$ cat src/rtl/ccms_pkg.sv
// Shared constants, types and decode helpers for the CPU clock mode select block
package ccms_pkg;

	// ----------------------------------------------------------------
	// Register map (byte addresses, one aligned word each)
	// ----------------------------------------------------------------
	localparam logic [7:0] CCMS_OFF_LATCH = 8'h00;
	localparam logic [7:0] CCMS_OFF_RSTCTL = 8'h04;
	localparam logic [7:0] CCMS_OFF_CTRL = 8'h08;
	localparam logic [7:0] CCMS_OFF_STATUS = 8'h0C;

	// ----------------------------------------------------------------
	// Field positions and reset values
	// ----------------------------------------------------------------
	localparam int CCMS_SEL_MSB = 7;
	localparam int CCMS_SEL_LSB = 5;
	localparam int CCMS_CTRL_LOAD_BIT = 0;
	localparam int CCMS_RSTCTL_HI_LSB = 8;
	localparam int CCMS_STAT_KIND_LSB = 4;
	localparam int CCMS_STAT_PERIOD_LSB = 16;
	localparam logic [7:0] CCMS_LATCH_RST = 8'hFF;
	localparam logic [15:0] CCMS_RSTCTL_RST = 16'h0000;

	// ----------------------------------------------------------------
	// Timing counts
	// ----------------------------------------------------------------
	// Edges after reset release before pin levels have passed the synchroniser
	localparam logic [1:0] CCMS_CAP_WAIT = 2'h3;

	// ----------------------------------------------------------------
	// Select encodings and half-periods per oscillator period
	// ----------------------------------------------------------------
	localparam logic [2:0] CCMS_SEL_X4 = 3'h7;
	localparam logic [2:0] CCMS_SEL_X3 = 3'h6;
	localparam logic [2:0] CCMS_SEL_X2 = 3'h5;
	localparam logic [2:0] CCMS_SEL_X5 = 3'h4;
	localparam logic [2:0] CCMS_SEL_DIRECT = 3'h3;
	localparam logic [2:0] CCMS_SEL_X1P5 = 3'h2;
	localparam logic [2:0] CCMS_SEL_PRESCALE = 3'h1;
	localparam logic [2:0] CCMS_SEL_X2P5 = 3'h0;

	typedef enum logic [1:0] {
		CCMS_KIND_PLL,
		CCMS_KIND_DIRECT,
		CCMS_KIND_PRESCALE
	} ccms_kind_t;

	// Twice the factor, so 1.5 and 2.5 stay integral
	function automatic logic [3:0] ccms_halves(input logic [2:0] sel);
		logic [3:0] h;
		h = 4'h0;
		case (sel)
			CCMS_SEL_X4: h = 4'h8;
			CCMS_SEL_X3: h = 4'h6;
			CCMS_SEL_X2: h = 4'h4;
			CCMS_SEL_X5: h = 4'hA;
			CCMS_SEL_X1P5: h = 4'h3;
			CCMS_SEL_X2P5: h = 4'h5;
			default: h = 4'h0;
		endcase
		return h;
	endfunction

	function automatic ccms_kind_t ccms_kind(input logic [2:0] sel);
		ccms_kind_t k;
		k = CCMS_KIND_PLL;
		if (sel == CCMS_SEL_DIRECT) begin
			k = CCMS_KIND_DIRECT;
		end else if (sel == CCMS_SEL_PRESCALE) begin
			k = CCMS_KIND_PRESCALE;
		end
		return k;
	endfunction

endpackage

$ cat src/rtl/ccms_nco_if.sv
// Link between the mode controller and the frequency synthesiser
`timescale 1ns/1ps
interface ccms_nco_if #(
	parameter int PERIOD_W = 12
);
	logic enable;
	logic sync;
	logic [PERIOD_W-1:0] period;
	logic [3:0] halves;
	logic toggle;

	modport ctrl (output enable, output sync, output period, output halves, input toggle);
	modport gen (input enable, input sync, input period, input halves, output toggle);
endinterface

$ cat src/rtl/ccms_nco.sv
// Phase-accumulating synthesiser producing the multiplied CPU clock edges
`timescale 1ns/1ps
module ccms_nco #(
	parameter int PERIOD_W = 12
) (
	// Clock and reset
	input wire logic ref_clk_i,
	input wire logic rst_b_i,
	// Control link
	ccms_nco_if.gen nco
);
	localparam int AW = PERIOD_W + 1;

	logic [AW-1:0] acc;
	logic [AW-1:0] next_acc;
	logic toggle;
	logic next_toggle;
	logic [AW-1:0] sum;
	logic [AW-1:0] per;

	// ----------------------------------------------------------------
	// Accumulator
	// ----------------------------------------------------------------
	// Each reference cycle adds 2F; one oscillator period worth of phase
	// produces exactly 2F edges, so the output stays locked to the input.
	always_comb begin
		sum = acc + AW'(nco.halves);
		per = AW'(nco.period);
		next_acc = acc;
		next_toggle = 1'b0;
		if (!nco.enable || nco.period == '0) begin
			next_acc = '0;
		end else if (sum >= per) begin
			next_acc = sum - per;
			next_toggle = 1'b1;
		end else begin
			next_acc = sum;
		end
		// Resync keeps a residual phase below the period and zeroes one at or
		// above it, so a fresh period estimate bends the rate without a jump
		if (nco.enable && nco.sync && next_acc >= per) begin
			next_acc = '0;
		end
	end

	always_ff @(posedge ref_clk_i) begin
		if (!rst_b_i) begin
			acc <= '0;
			toggle <= 1'b0;
		end else begin
			acc <= next_acc;
			toggle <= next_toggle;
		end
	end

	assign nco.toggle = toggle;

endmodule

$ cat src/rtl/ccms_top.sv
// CPU clock mode select: configuration latch, mode decode and CPU clock generation
// ----------------------------------------------------------------
// ----------------------------------------------------------------
`timescale 1ns/1ps
module ccms_top
	import ccms_pkg::*;
#(
	parameter int PERIOD_W = 12
) (
	// Clock and reset
	input wire logic ref_clk_i,
	input wire logic rst_b_i,
	// APB slave
	input wire logic [7:0] paddr_i,
	input wire logic psel_i,
	input wire logic penable_i,
	input wire logic pwrite_i,
	input wire logic [31:0] pwdata_i,
	output logic [31:0] prdata_o,
	output logic pready_o,
	output logic pslverr_o,
	// Pins
	input wire logic osc_i,
	input wire logic [7:0] port0_upper_half_i,
	input wire logic emulation_mode_i,
	// Clock outputs
	output logic cpu_clk_o,
	output logic clock_half_period_o
);

	// ----------------------------------------------------------------
	// Pin synchronisers
	// ----------------------------------------------------------------
	logic osc_s1;
	logic osc_s2;
	logic osc_prev;
	logic [7:0] p0h_s1;
	logic [7:0] p0h_s2;
	logic emu_s1;
	logic emu_s2;
	logic osc_rise;

	always_ff @(posedge ref_clk_i) begin
		if (!rst_b_i) begin
			osc_s1 <= 1'b0;
			osc_s2 <= 1'b0;
			osc_prev <= 1'b0;
			p0h_s1 <= 8'h00;
			p0h_s2 <= 8'h00;
			emu_s1 <= 1'b0;
			emu_s2 <= 1'b0;
		end else begin
			osc_s1 <= osc_i;
			osc_s2 <= osc_s1;
			osc_prev <= osc_s2;
			p0h_s1 <= port0_upper_half_i;
			p0h_s2 <= p0h_s1;
			emu_s1 <= emulation_mode_i;
			emu_s2 <= emu_s1;
		end
	end

	// ----------------------------------------------------------------
	// Oscillator edge detect
	// ----------------------------------------------------------------
	// Armed only once the pipeline holds real pin samples: a high
	// oscillator at reset release would otherwise fake a rising edge.
	logic [1:0] osc_warm;
	logic [1:0] next_osc_warm;
	logic osc_armed;

	always_comb begin
		next_osc_warm = osc_warm;
		if (osc_warm != CCMS_CAP_WAIT) begin
			next_osc_warm = osc_warm + 2'h1;
		end
	end

	always_ff @(posedge ref_clk_i) begin
		if (!rst_b_i) begin
			osc_warm <= 2'h0;
		end else begin
			osc_warm <= next_osc_warm;
		end
	end

	assign osc_armed = (osc_warm == CCMS_CAP_WAIT);
	assign osc_rise = osc_armed && osc_s2 && !osc_prev;

	// ----------------------------------------------------------------
	// Configuration latch and registers
	// ----------------------------------------------------------------
	logic [7:0] reset_config_latch_high;
	logic [7:0] next_latch;
	logic [15:0] reset_control_register;
	logic [15:0] next_rstctl;
	logic [1:0] cap_wait;
	logic [1:0] next_cap_wait;
	logic [7:0] pin_view;
	logic wr_en;

	assign wr_en = psel_i && penable_i && pready_o && pwrite_i;

	always_comb begin
		next_latch = reset_config_latch_high;
		next_rstctl = reset_control_register;
		next_cap_wait = cap_wait;
		pin_view = p0h_s2;
		// Emulation flips the level seen on the top select pin
		pin_view[CCMS_SEL_MSB] = p0h_s2[CCMS_SEL_MSB] ^ emu_s2;
		if (cap_wait != 2'h0) begin
			next_cap_wait = cap_wait - 2'h1;
			if (cap_wait == 2'h1) begin
				next_latch = pin_view;
			end
		end
		if (wr_en && paddr_i == CCMS_OFF_RSTCTL) begin
			next_rstctl = pwdata_i[15:0];
		end
		// A reload can lose to the capture: a write can complete on the second
		// edge after reset, and the capture on the third edge overwrites it.
		if (wr_en && paddr_i == CCMS_OFF_CTRL && pwdata_i[CCMS_CTRL_LOAD_BIT]) begin
			next_latch = reset_control_register[15:CCMS_RSTCTL_HI_LSB];
		end
	end

	always_ff @(posedge ref_clk_i) begin
		if (!rst_b_i) begin
			reset_config_latch_high <= CCMS_LATCH_RST;
			reset_control_register <= CCMS_RSTCTL_RST;
			cap_wait <= CCMS_CAP_WAIT;
		end else begin
			reset_config_latch_high <= next_latch;
			reset_control_register <= next_rstctl;
			cap_wait <= next_cap_wait;
		end
	end

	// ----------------------------------------------------------------
	// Mode decode
	// ----------------------------------------------------------------
	logic [2:0] clock_source_select;
	ccms_kind_t kind;
	logic [3:0] halves;

	assign clock_source_select = reset_config_latch_high[CCMS_SEL_MSB:CCMS_SEL_LSB];
	assign kind = ccms_kind(clock_source_select);
	assign halves = ccms_halves(clock_source_select);

	// ----------------------------------------------------------------
	// Oscillator period measurement
	// ----------------------------------------------------------------
	logic [PERIOD_W-1:0] osc_cnt;
	logic [PERIOD_W-1:0] next_osc_cnt;
	logic [PERIOD_W-1:0] osc_period;
	logic [PERIOD_W-1:0] next_osc_period;
	logic osc_seen;
	logic next_osc_seen;

	always_comb begin
		next_osc_cnt = osc_cnt;
		next_osc_period = osc_period;
		next_osc_seen = osc_seen;
		if (osc_rise) begin
			// The count up to the first rise is partial and sets no period
			if (osc_seen) begin
				next_osc_period = osc_cnt + PERIOD_W'(1);
			end
			next_osc_seen = 1'b1;
			next_osc_cnt = '0;
		end else if (osc_cnt != '1) begin
			next_osc_cnt = osc_cnt + PERIOD_W'(1);
		end
	end

	always_ff @(posedge ref_clk_i) begin
		if (!rst_b_i) begin
			osc_cnt <= '0;
			osc_period <= '0;
			osc_seen <= 1'b0;
		end else begin
			osc_cnt <= next_osc_cnt;
			osc_period <= next_osc_period;
			osc_seen <= next_osc_seen;
		end
	end

	// ----------------------------------------------------------------
	// Synthesiser
	// ----------------------------------------------------------------
	ccms_nco_if #(.PERIOD_W(PERIOD_W)) nco_bus();

	assign nco_bus.enable = (kind == CCMS_KIND_PLL);
	assign nco_bus.sync = osc_rise;
	assign nco_bus.period = osc_period;
	assign nco_bus.halves = halves;

	ccms_nco #(.PERIOD_W(PERIOD_W)) u_nco (
		.ref_clk_i(ref_clk_i),
		.rst_b_i(rst_b_i),
		.nco(nco_bus)
	);

	// ----------------------------------------------------------------
	// CPU clock generation
	// ----------------------------------------------------------------
	logic cpu_clk;
	logic next_cpu_clk;
	logic half_pulse;
	logic next_half_pulse;

	always_comb begin
		next_cpu_clk = cpu_clk;
		case (kind)
			CCMS_KIND_DIRECT: begin
				next_cpu_clk = osc_s2;
			end
			CCMS_KIND_PRESCALE: begin
				if (osc_rise) begin
					next_cpu_clk = !cpu_clk;
				end
			end
			CCMS_KIND_PLL: begin
				if (nco_bus.toggle) begin
					next_cpu_clk = !cpu_clk;
				end
			end
			default: begin
				next_cpu_clk = cpu_clk;
			end
		endcase
		// Both edges count, each closing one half-period
		next_half_pulse = (next_cpu_clk != cpu_clk);
	end

	always_ff @(posedge ref_clk_i) begin
		if (!rst_b_i) begin
			cpu_clk <= 1'b0;
			half_pulse <= 1'b0;
		end else begin
			cpu_clk <= next_cpu_clk;
			half_pulse <= next_half_pulse;
		end
	end

	assign cpu_clk_o = cpu_clk;
	assign clock_half_period_o = half_pulse;

	// ----------------------------------------------------------------
	// APB answer
	// ----------------------------------------------------------------
	// One wait-free access phase: data and error are prepared during setup
	logic [31:0] prdata;
	logic [31:0] next_prdata;
	logic pready;
	logic next_pready;
	logic pslverr;
	logic next_pslverr;
	logic [31:0] status_word;

	always_comb begin
		status_word = 32'h0000_0000;
		status_word[2:0] = clock_source_select;
		status_word[CCMS_STAT_KIND_LSB +: 2] = kind;
		status_word[CCMS_STAT_PERIOD_LSB +: PERIOD_W] = osc_period;
		next_prdata = prdata;
		next_pready = 1'b0;
		next_pslverr = 1'b0;
		if (psel_i && !penable_i) begin
			next_pready = 1'b1;
			next_prdata = 32'h0000_0000;
			case (paddr_i)
				CCMS_OFF_LATCH: next_prdata = {24'h00_0000, reset_config_latch_high};
				CCMS_OFF_RSTCTL: next_prdata = {16'h0000, reset_control_register};
				CCMS_OFF_CTRL: next_prdata = 32'h0000_0000;
				CCMS_OFF_STATUS: next_prdata = status_word;
				default: next_pslverr = 1'b1;
			endcase
		end
	end

	always_ff @(posedge ref_clk_i) begin
		if (!rst_b_i) begin
			prdata <= 32'h0000_0000;
			pready <= 1'b0;
			pslverr <= 1'b0;
		end else begin
			prdata <= next_prdata;
			pready <= next_pready;
			pslverr <= next_pslverr;
		end
	end

	assign prdata_o = prdata;
	assign pready_o = pready;
	assign pslverr_o = pslverr;

endmodule

$ cat config.mk
export PLATFORM = sky130hd
export DESIGN_NAME = ccms_top
export DESIGN_NICKNAME = d
export VERILOG_FILES = /design/src/rtl/ccms_pkg.sv /design/src/rtl/ccms_nco_if.sv /design/src/rtl/ccms_nco.sv /design/src/rtl/ccms_top.sv
export SDC_FILE = /design/constraint.sdc
export NUM_CORES = 1
export LEC_CHECK = 0
export ABC_CLOCK_PERIOD_IN_PS = 5700
export CAP_MARGIN = 20
export CORE_AREA = 8 8 180 97
export DETAILED_ROUTE_END_ITERATION = 12
export DIE_AREA = 0 0 188 105
export DONT_BUFFER_PORTS = 1
export SLEW_MARGIN = 20
export SYNTH_ARGS = -nofsm -noshare
export SYNTH_HDL_FRONTEND = slang
export SYNTH_SLANG_ARGS = --single-unit
$ cat constraint.sdc
create_clock -name ref_clk_i -period 5.7 [get_ports ref_clk_i]
set_clock_uncertainty 0.1 [all_clocks]
set_input_delay 0.57 -clock ref_clk_i [delete_from_list [all_inputs] [get_ports ref_clk_i]]
set_output_delay 0.57 -clock ref_clk_i [all_outputs]
set_load 0.01 [all_outputs]
==> flow_summary.yaml, run 1 <==
power:
  power_density_mw_per_mm2: 364
  ir_drop_uv: 194
  leakagePower_nw: 2.72
  power_mw: 2.49
grt:
  antenna_found_initial: 0
  overflow: 0
  grt_pass1_vias: 4505
  grt_max_degree: 45
  grt_pass1_wl_mm: 25.2
  track_usage_pct: 16.0
layout:
  fin_nets: 778
  final_cell_area_mm2: 0.00685
  drive_gt1_share_pct: 14.1
  syn_to_final_growth_pct: 17.4
  fin_util_pct: 45.9
  fillers: 1403
  antenna_cells: 0
setup_path:
  worstReg2RegStart: "reset_config_latch_high[7]"
  critPathBufInv: 4
  critical-path-max-stage-delay_ns: 0.40
  crit_start: "reset_config_latch_high[7]"
  required_ns: 5.92
  crit_path_end_kind: "register"
  cp-start-kind: "register"
  slowest_stage: "dfxtp_2"
  timing.rr.end: "u_nco.acc[7]"
  reg2reg_depth: 25
  cpLargestDelayFamily: "compound AO/OA/AOI/OAI gates"
  crit_fanout: 9
  critPathKind: "reg -> reg"
  rrSetupSlack_ns: 0.35
  crit_top_cell: "buf_4"
  critPathCapture: "u_nco.acc[7]"
  critical_path_depth: 25
  worstPathArrival_ns: 5.56
die:
  ios: 91
  chipWidth_um: 188
  row_count: 32
  die-area_mm2: 0.0197
  die_y_um: 105
  initial_core_util_pct: 39.1
  coreArea_mm2: 0.0149
synthesis:
  synth_top_area_cell: "dfxtp_1"
  synth.avg_cell_area_um2: 8.83
  yosys.area.top_type_share_pct: 41.1
  ys_seq_area_share_pct: 41.1
  ys_top_cells_by_area: "dfxtp_1 (41%), ha_1 (6.9%), nor2_1 (6.1%)"
  synth_edf_count: 0
  ys_ff_latch: 120
  synthArstFlopShare_pct: 0
  synth-main-ff-cell: "dfxtp_1"
  yosys_warnings: 0
  synth.distinct_cells: 65
  synthesis.area_mm2: 0.00584
  netlist_instances: 661
clock_tree:
  cts-root-buf: "clkbuf_16"
  cts_tree: "built"
  cts_sinks: 120
  clk_pin_slew_ns: 0.06
  cts_buffers: 17
  clkLatencyLatePin_ns: 0.41
  htree_num_levels: 4
  clock_path_buffers: 2
drt:
  drt_drc_violations_left: 0
  wl_per_cell_um: 17.8
  route.vias.total: 4823
  dr.first_iter.drc_count: 456
  drt_first_pass_iters: 5
  vias_per_cell: 5.32
  antenna_left: 0
  wirelength_mm: 16.1
sta:
  fin_ws_ns: 0.354
  period_share_pct: 93.8
  post-route-min-period_ns: 5.35
  relSlewSlack_pct: 52.6
  drv_slew: 0
  worstMarginPinSlew_ns: 0.711
  finalHoldViolCount: 0
  setup_viol: 0
  max_freq_mhz: 187
place:
  placed_cell_area_mm2: 0.00624
  gp_congestion: 0.912
  post-place-ws_ns: 0.156
  dp_hpwl_mm: 12.5
  port_buffers: 0
hold_path:
  hp-class: "in -> reg"
run_status:
  status: "completed"
flow_run:
  cap_viol_max_count: 0
## state kept, by name, indices dropped and copies added, names as in the netlist, 2 cells and up
register                 flops
prdata_o                    28
reset_control_register      16
u_nco.acc                   13
nco_bus.period              12
osc_cnt                     12
p0h_s1                       8
p0h_s2                       8
reset_config_latch_high      8
cap_wait                     2
osc_warm                     2
## layout by cell type, fill, tap and decap left out, types with 5 or more instances in the layout
cell,synthesis,final
mux2i_1,31,30
nor4_1,8,7
ha_1,32,31
nand2b_1,5,5
buf_4,5,42
nor2_1,95,95
nand3_1,30,30
a21oi_1,33,32
xor2_1,14,14
dfxtp_1,120,117
a211oi_1,16,16
nand4_1,6,6
nor3_1,12,12
clkbuf_16,0,17
and2_1,26,26
a21o_1,6,6
nand2_1,42,42
inv_1,20,20
a22oi_1,25,25
o21ai_0,23,21
xnor2_1,19,19
## repair_timing
action | in CTS | in global routing
buffers inserted | 0 | 2
resized for setup | 0 | 12
setup endpoints to repair | 0 | 13
hold buffers | 0 | 0
## final cells by class
class,instances,area (um2),area share [%]
Clock inverter,12,116,1.70
Multi-Input combinational cell,487,3230,47.1
Tap cell,204,255,3.72
Timing Repair Buffer,42,315,4.60
Clock buffer,20,457,6.66
Sequential cell,120,2410,35.1
Inverter,21,78.8,1.15
## worst reg2reg max path, cell delays in order, from the launching register on
cell      delay (ns)
dfxtp_2         0.40
nor2_1          0.07
ha_1            0.22
fa_1            0.40
a21o_1          0.22
a21oi_1         0.19
xnor2_1         0.20
ha_1            0.34
and3_1          0.20
o21ai_0         0.13
a21oi_1         0.13
buf_4           0.17
o311ai_4        0.33
nand2_4         0.18
buf_4           0.17
mux2i_1         0.17
buf_4           0.16
nor2_1          0.04
ha_1            0.30
nand4_1         0.09
a21oi_1         0.05
o2111a_1        0.24
o21ai_1         0.20
nand3_1         0.18
buf_4           0.21
nor3_1          0.18
## metrics by stage
step | hold slack, ns | instances | setup TNS (ns)
floorplan | 0.312 | 664 | 0
global placement | 0.317 | 872 | 0
detailed placement | 0.318 | 872 | 0
CTS | 0.119 | 904 | 0
global route | 0.120 | 906 | -0.113
finish | 0.144 | 906 | 0
## worst min-delay path by stage
stage,from,end,cells past startpoint
after detailed placement,p0h_s1[7],p0h_s2[7],1
after floorplan,emu_s1,emu_s2,1
final,rst_b_i,cap_wait[0],1
after global placement,osc_s1,osc_s2,1
after global routing,rst_b_i,reset_config_latch_high[1],1
after CTS,rst_b_i,cap_wait[0],1
## logic make-up after synthesis
group / after synthesis / share of synthesized area (%)
simple gates: 254 / 21.4
compound gates: 130 / 15.1
flops: 120 / 41.1
buf+inv: 57 / 4.26
fa+ha+maj: 34 / 7.54
xor+xnor: 33 / 4.95
mux: 32 / 5.51
other cells: 1 / 0.0642
## cells in the mapped netlist (3+ instances only)
library cell and n:
a21o_1 6, nor2_1 95, a22oi_1 25, dfxtp_1 120, a31oi_1 3, nand2b_1 5, buf_4 5, clkbuf_1 26
and2_1 26, nor4_1 8, nand2_1 42, nand4_1 6, a211o_1 3, or3_1 3, o21a_1 4, a211oi_1 16
inv_1 20, mux2i_1 31, xor2_1 14, ha_1 32, nor2b_1 5, o21ai_0 23, nand3_1 30, a21oi_1 33
and3_1 4, nor3_1 12, xnor2_1 19
## per-layer routing
metal,vias up,track usage (%),wire (um)
li1,2380,-,-
met1,2285,24.9,8760
met3,11,4.55,1270
met4,0,3.86,121
met2,147,20.6,5990
met5,-,0,0
## power breakdown
| group | internal, mW | switching [mW] |
|---|---|---|
| registers | 0.871 | 0.0312 |
| logic | 0.260 | 0.304 |
| clock network | 0.628 | 0.401 |
| total | 1.76 | 0.736 |
Note: power is estimated with default switching activity, not from simulation.
==> inputs of run 2 (changes only) <==
--- a/config.mk
+++ b/config.mk
@@ -13,2 +13,3 @@
 export DONT_BUFFER_PORTS = 1
+export GPL_ROUTABILITY_DRIVEN = 0
 export SLEW_MARGIN = 20
==> constraint.sdc (replaced) <==
create_clock -name ref_clk_i -period 5.7 [get_ports ref_clk_i]
set_clock_uncertainty 0.1 [all_clocks]
set_input_delay 0.855 -clock ref_clk_i [delete_from_list [all_inputs] [get_ports ref_clk_i]]
set_output_delay 0.855 -clock ref_clk_i [all_outputs]
set_load 0.01 [all_outputs]
==> run 2 against run 1 <==
  * Critical path depth is 1 lower
  * Via count is 2.9% higher
  * Highest routed layer unchanged
  * Critical endpoint is now u_nco.acc[1]
  * Utilization is 1.4 points higher
  * Non-clock buffer count is 12 higher
==> flow_summary.yaml, run 2 (same netlist as run 1, synthesis figures left out) <==
power:
  ir_drop_uv: 228
  leakagePower_nw: 2.84
  seqPwrFrac_pct: 34.9
  swShare_pct: 30.5
  p_sw_mw: 0.784
  power_density_mw_per_mm2: 364
  power_frac_comb_pct: 23.9
  pwr-share-clk_pct: 41.1
  p_int_mw: 1.79
drt:
  vias_per_cell: 5.41
  route.vias.total: 4962
  drt_drc_violations_left: 0
  wl_per_cell_um: 18.0
  dr.first_iter.drc_count: 340
  wirelength_mm: 16.5
  drt_first_pass_iters: 5
  antenna_left: 0
clock_tree:
  clk_pin_slew_ns: 0.06
  cts-root-buf: "clkbuf_16"
  clock_path_buffers: 2
  cts_buffers: 17
  clkLatencyLatePin_ns: 0.41
  cts_tree: "built"
  htree_num_levels: 4
  cts_sinks: 120
layout:
  fin_util_pct: 47.3
  fin_nets: 790
  drive_gt1_share_pct: 18.3
  largest_reg_flops: 28
  antenna_cells: 0
  final_common_cell: "dfxtp_1"
  final_cell_mix: "dfxtp_1 (117), nor2_1 (94), buf_4 (52)"
  syn_to_final_growth_pct: 21.0
die:
  ios: 91
  row_count: 32
  die-area_mm2: 0.0197
  initial_core_util_pct: 39.1
  chipWidth_um: 188
  die_y_um: 105
  coreArea_mm2: 0.0149
run_status:
  status: "completed"
setup_path:
  crit_path_end_kind: "register"
  critPathKind: "reg -> reg"
  cp-start-kind: "register"
  crit_fanout: 7
  reg2reg_depth: 24
  required_ns: 5.91
  worstPathArrival_ns: 5.71
sta:
  max_freq_mhz: 182
  period_share_pct: 96.4
  setup_viol: 0
  setup_tns_ns: 0
  drv_slew: 0
  post-route-min-period_ns: 5.50
  finalHoldViolCount: 0
  worstMarginPinSlew_ns: 0.869
  relSlewSlack_pct: 42.0
grt:
  antenna_found_initial: 0
  grt_pass1_wl_mm: 26.2
  grt_pass1_vias: 4720
  track_usage_pct: 16.5
  grt_max_degree: 64
  overflow: 0
place:
  port_buffers: 0
  dp_hpwl_mm: 12.4
hold_path:
  holdPathStages: 1
  hp-class: "reg -> reg"
flow_run:
  cap_viol_max_count: 0
## run 2: final timing paths
path | startpoint | end | slack (ns)
worst max-delay path | reset_config_latch_high[7] | u_nco.acc[1] | 0.20
worst max register to register | reset_config_latch_high[7] | u_nco.acc[1] | 0.20
worst min-delay path | osc_s1 | osc_s2 | 0.33
worst min register to register | osc_s1 | osc_s2 | 0.33
## run 2: what timing repair did
action,CTS,global route
pin swaps,0,11
setup buffers,0,8
endpoints found under the hold margin,0,0
endpoints found under the setup margin,12,13
hold buffers,0,0
resized for setup,7,28
## run 2: layout make-up
class,count,area [um2]
sequential,120,2410
clock inverter,15,156
tap,204,255
inverter,21,80.1
timing repair buffer,54,407
clock buffer,17,425
fill,1400,7870
multi-input combinational,487,3330
## run 2: layer usage
| metal | up-vias | track usage [%] | wire length [um] |
|---|---|---|---|
| li1 | 2404 | - | - |
| met1 | 2382 | 24.0 | 8390 |
| met2 | 163 | 22.4 | 6520 |
| met3 | 13 | 5.84 | 1470 |
| met4 | 0 | 3.91 | 119 |
| met5 | - | 0 | 0 |
## run 2: critical path, stage by stage, from the launching register on
cell and delay (ns):
dfxtp_2 0.36, or3_1 0.37, o21ai_0 0.10, ha_1 0.30
a21o_1 0.24, o21bai_4 0.17, and2b_2 0.24, xor2_1 0.16
ha_1 0.32, and4_4 0.24, nor2b_4 0.18, a41oi_2 0.15
and3_4 0.23, nand2_4 0.12, buf_2 0.21, buf_4 0.14
nor2_1 0.04, a211oi_1 0.22, ha_1 0.28, nand3_1 0.07
a21oi_1 0.11, o2111a_1 0.29, o21ai_2 0.17, nand4_1 0.20
a2111oi_2 0.36
## run 2: stage by stage
stage                     setup WS, ns  std cells  hold WS, ns  area, um2  power (mW)
final                            0.203        918        0.331       7060        2.57
after global routing           -0.0332        918        0.353       7060        2.68
after CTS                       0.0585        910        0.332       6900        2.53
after detailed placement        -0.153        878        0.318       6290        1.46
after global placement         0.00967        878        0.320       6290        1.45
after floorplan                  0.312        664        0.312       5850        1.27
## run 2: power groups by stage
stage,Sequential (mW),Clock (mW),Combinational (mW)
CTS,0.896,1.08,0.557
global route,0.901,1.12,0.664
global placement,0.913,0,0.533
floorplan,0.902,0,0.363
detailed placement,0.914,0,0.544
finish,0.898,1.06,0.615
==> inputs of run 3 (changes only) <==
- CORE_AREA: 8 8 180 97 -> 8 8 162 88
- DIE_AREA: 0 0 188 105 -> 0 0 170 96
- PLACE_DENSITY: default -> 0.67
==> run 3 against run 2 <==
  * Cell count decreased by 5.1%
  * Critical path depth unchanged
  * Sequential power about the same
  * Utilization increased by 10 points
  * Routed wire length decreased by 1.5%
  * Largest cell class unchanged
  * Highest routed layer unchanged
==> flow_summary.yaml, run 3 (same netlist as run 1, synthesis figures left out) <==
drt:
  route.vias.total: 4999
  wl_per_cell_um: 18.7
  wirelength_mm: 16.2
  drt_drc_violations_left: 0
  vias_per_cell: 5.74
  drt_first_pass_iters: 5
  wl_met1_mm: 7.88
  dr.first_iter.drc_count: 521
  met3_length_mm: 1.77
  route.met2.wl_mm: 6.49
  top_layer_used: "met4"
  antenna_left: 0
hold_path:
  worstHoldStart: "osc_s1"
  whs_endpoint: "osc_s2"
  holdPathStages: 1
  hp-class: "reg -> reg"
place:
  dp_cells: 837
  dp_hpwl_mm: 11.9
  port_buffers: 0
  placed_cell_area_mm2: 0.00619
die:
  die-area_mm2: 0.0163
  coreArea_mm2: 0.0121
  row_count: 29
  chipWidth_um: 170
  ios: 91
  die_y_um: 96
  initial_core_util_pct: 48.2
layout:
  drive_gt1_share_pct: 15.5
  largest_reg_flops: 28
  multi_input_area_mm2: 0.00331
  seq_area_mm2: 0.00240
  final_common_cell: "dfxtp_1"
  fillers: 1072
  final_cell_area_mm2: 0.00695
  final_cells: 871
  syn_to_final_growth_pct: 19.1
  final_cell_mix: "dfxtp_1 (118), nor2_1 (95), nand2_1 (42)"
  fin_nets: 777
  antenna_cells: 0
clock_tree:
  clkLatencyLatePin_ns: 0.41
  clk_pin_slew_ns: 0.06
  cts_buffers: 17
  cts_hold_buf: 0
  clock_path_buffers: 2
  cts_sinks: 120
  cts-root-buf: "clkbuf_16"
  cts_tree: "built"
  htree_num_levels: 4
power:
  swShare_pct: 28.5
  ir_drop_uv: 191
  power_density_mw_per_mm2: 381
  leakagePower_nw: 2.77
  pwr-share-clk_pct: 43.5
  p_sw_mw: 0.754
  seqPwrFrac_pct: 33.8
  power_frac_comb_pct: 22.7
  p_int_mw: 1.89
sta:
  relSlewSlack_pct: 38.5
  setup_viol: 0
  max_freq_mhz: 182
  post-route-min-period_ns: 5.51
  drv_slew: 0
  finalHoldViolCount: 0
  period_share_pct: 96.6
  worstMarginPinSlew_ns: 0.921
setup_path:
  crit_fanout: 8
  cp-start-kind: "register"
  required_ns: 5.91
  slowest_stage: "xnor2_1"
  rrSetupSlack_ns: 0.19
  worstPathArrival_ns: 5.72
  critPathKind: "reg -> reg"
  crit_path_end_kind: "register"
  timing.rr.end: "u_nco.acc[11]"
  crit_top_cell: "buf_4"
  cp_cell_sequence: "xnor2_1 -> and2_1 -> ha_2 -> o211ai_2 -> o21bai_2 -> buf_4 -> xnor2_1 -> ha_1 -> a21o_1 -> a21oi_1 -> o21ai_1 -> o311ai_4 -> buf_4 -> nand2_8 -> buf_4 -> a211oi_1 -> ha_1 -> nand3_1 -> a21oi_1 -> o2111a_1 -> o21ai_2 -> nand3_2 -> buf_4 -> nor3b_1"
  critPathBufInv: 4
  cpLargestDelayFamily: "compound AO/OA/AOI/OAI gates"
  worstReg2RegStart: "reset_config_latch_high[5]"
  reg2reg_depth: 24
  critical-path-max-stage-delay_ns: 0.39
run_status:
  status: "completed"
grt:
  overflow: 0
  antenna_found_initial: 0
  track_usage_pct: 19.7
  grt_max_degree: 64
  grt_pass1_vias: 4692
  grt_pass1_wl_mm: 25.2
flow_run:
  cap_viol_max_count: 0
run 3: repair_timing:
item / 4_1_cts / 5_1_grt
setup endpoints to repair: 13 / 13
gates cloned: 0 / 0
pin swaps: 0 / 6
setup buffers: 0 / 2
gates resized for setup: 5 / 19
run 3: worst max path at each step:
stage	from	cells past startpoint	endpoint
after global placement	reset_config_latch_high[6]	25	u_nco.acc[7]
after floorplan	reset_config_latch_high[5]	26	u_nco.acc[11]
after CTS	reset_config_latch_high[7]	25	u_nco.acc[8]
final	reset_config_latch_high[5]	24	u_nco.acc[11]
after global routing	reset_config_latch_high[7]	24	u_nco.acc[1]
after detailed placement	reset_config_latch_high[5]	24	u_nco.acc[6]
run 3: area by class of cell:
class / instances / area share, %
clock buffer: 19 / 6.37
clock inverter: 13 / 2.77
multi-input combinational: 487 / 47.6
inverter: 21 / 1.15
sequential: 120 / 34.6
timing repair buffer: 41 / 4.43
tap: 170 / 3.06
run 3: per-layer routing:
metal  up-vias  track usage [%]
met2       224             28.6
li1       2368                -
met4         0             5.00
met1      2393             28.2
met3        14             5.69
met5         -                0
run 3: stage by stage:
stage	utilization, %	TNS, ns	worst slack, ns	hold WS [ns]	total power [mW]
CTS	56.5	0	0.0295	0.336	2.61
finish	57.4	0	0.192	0.335	2.65
floorplan	-	0	0.312	0.312	1.27
global route	57.4	-0.235	-0.0537	0.347	2.74
detailed placement	51.1	-1.07	-0.113	0.322	1.46
global placement	51.1	0	0.0418	0.318	1.44
run 3: worst register-to-register path, delay by kind of cell (launching register included):
family | cells | cell delay [ns]
AO/OA/AOI/OAI | 10 | 2.02
adder cells (fa/ha/maj) | 3 | 1.00
buffers and inverters | 4 | 0.72
AND/OR/NAND/NOR | 5 | 0.70
XOR/XNOR | 2 | 0.53
flip-flops | 1 | 0.36
run 3: power by group through the flow:
stage	combinational [mW]	clock, mW	sequential (mW)
after floorplan	0.363	0	0.902
after global placement	0.526	0	0.912
after detailed placement	0.543	0	0.913
after CTS	0.559	1.16	0.895
after global routing	0.640	1.20	0.899
final	0.601	1.15	0.896
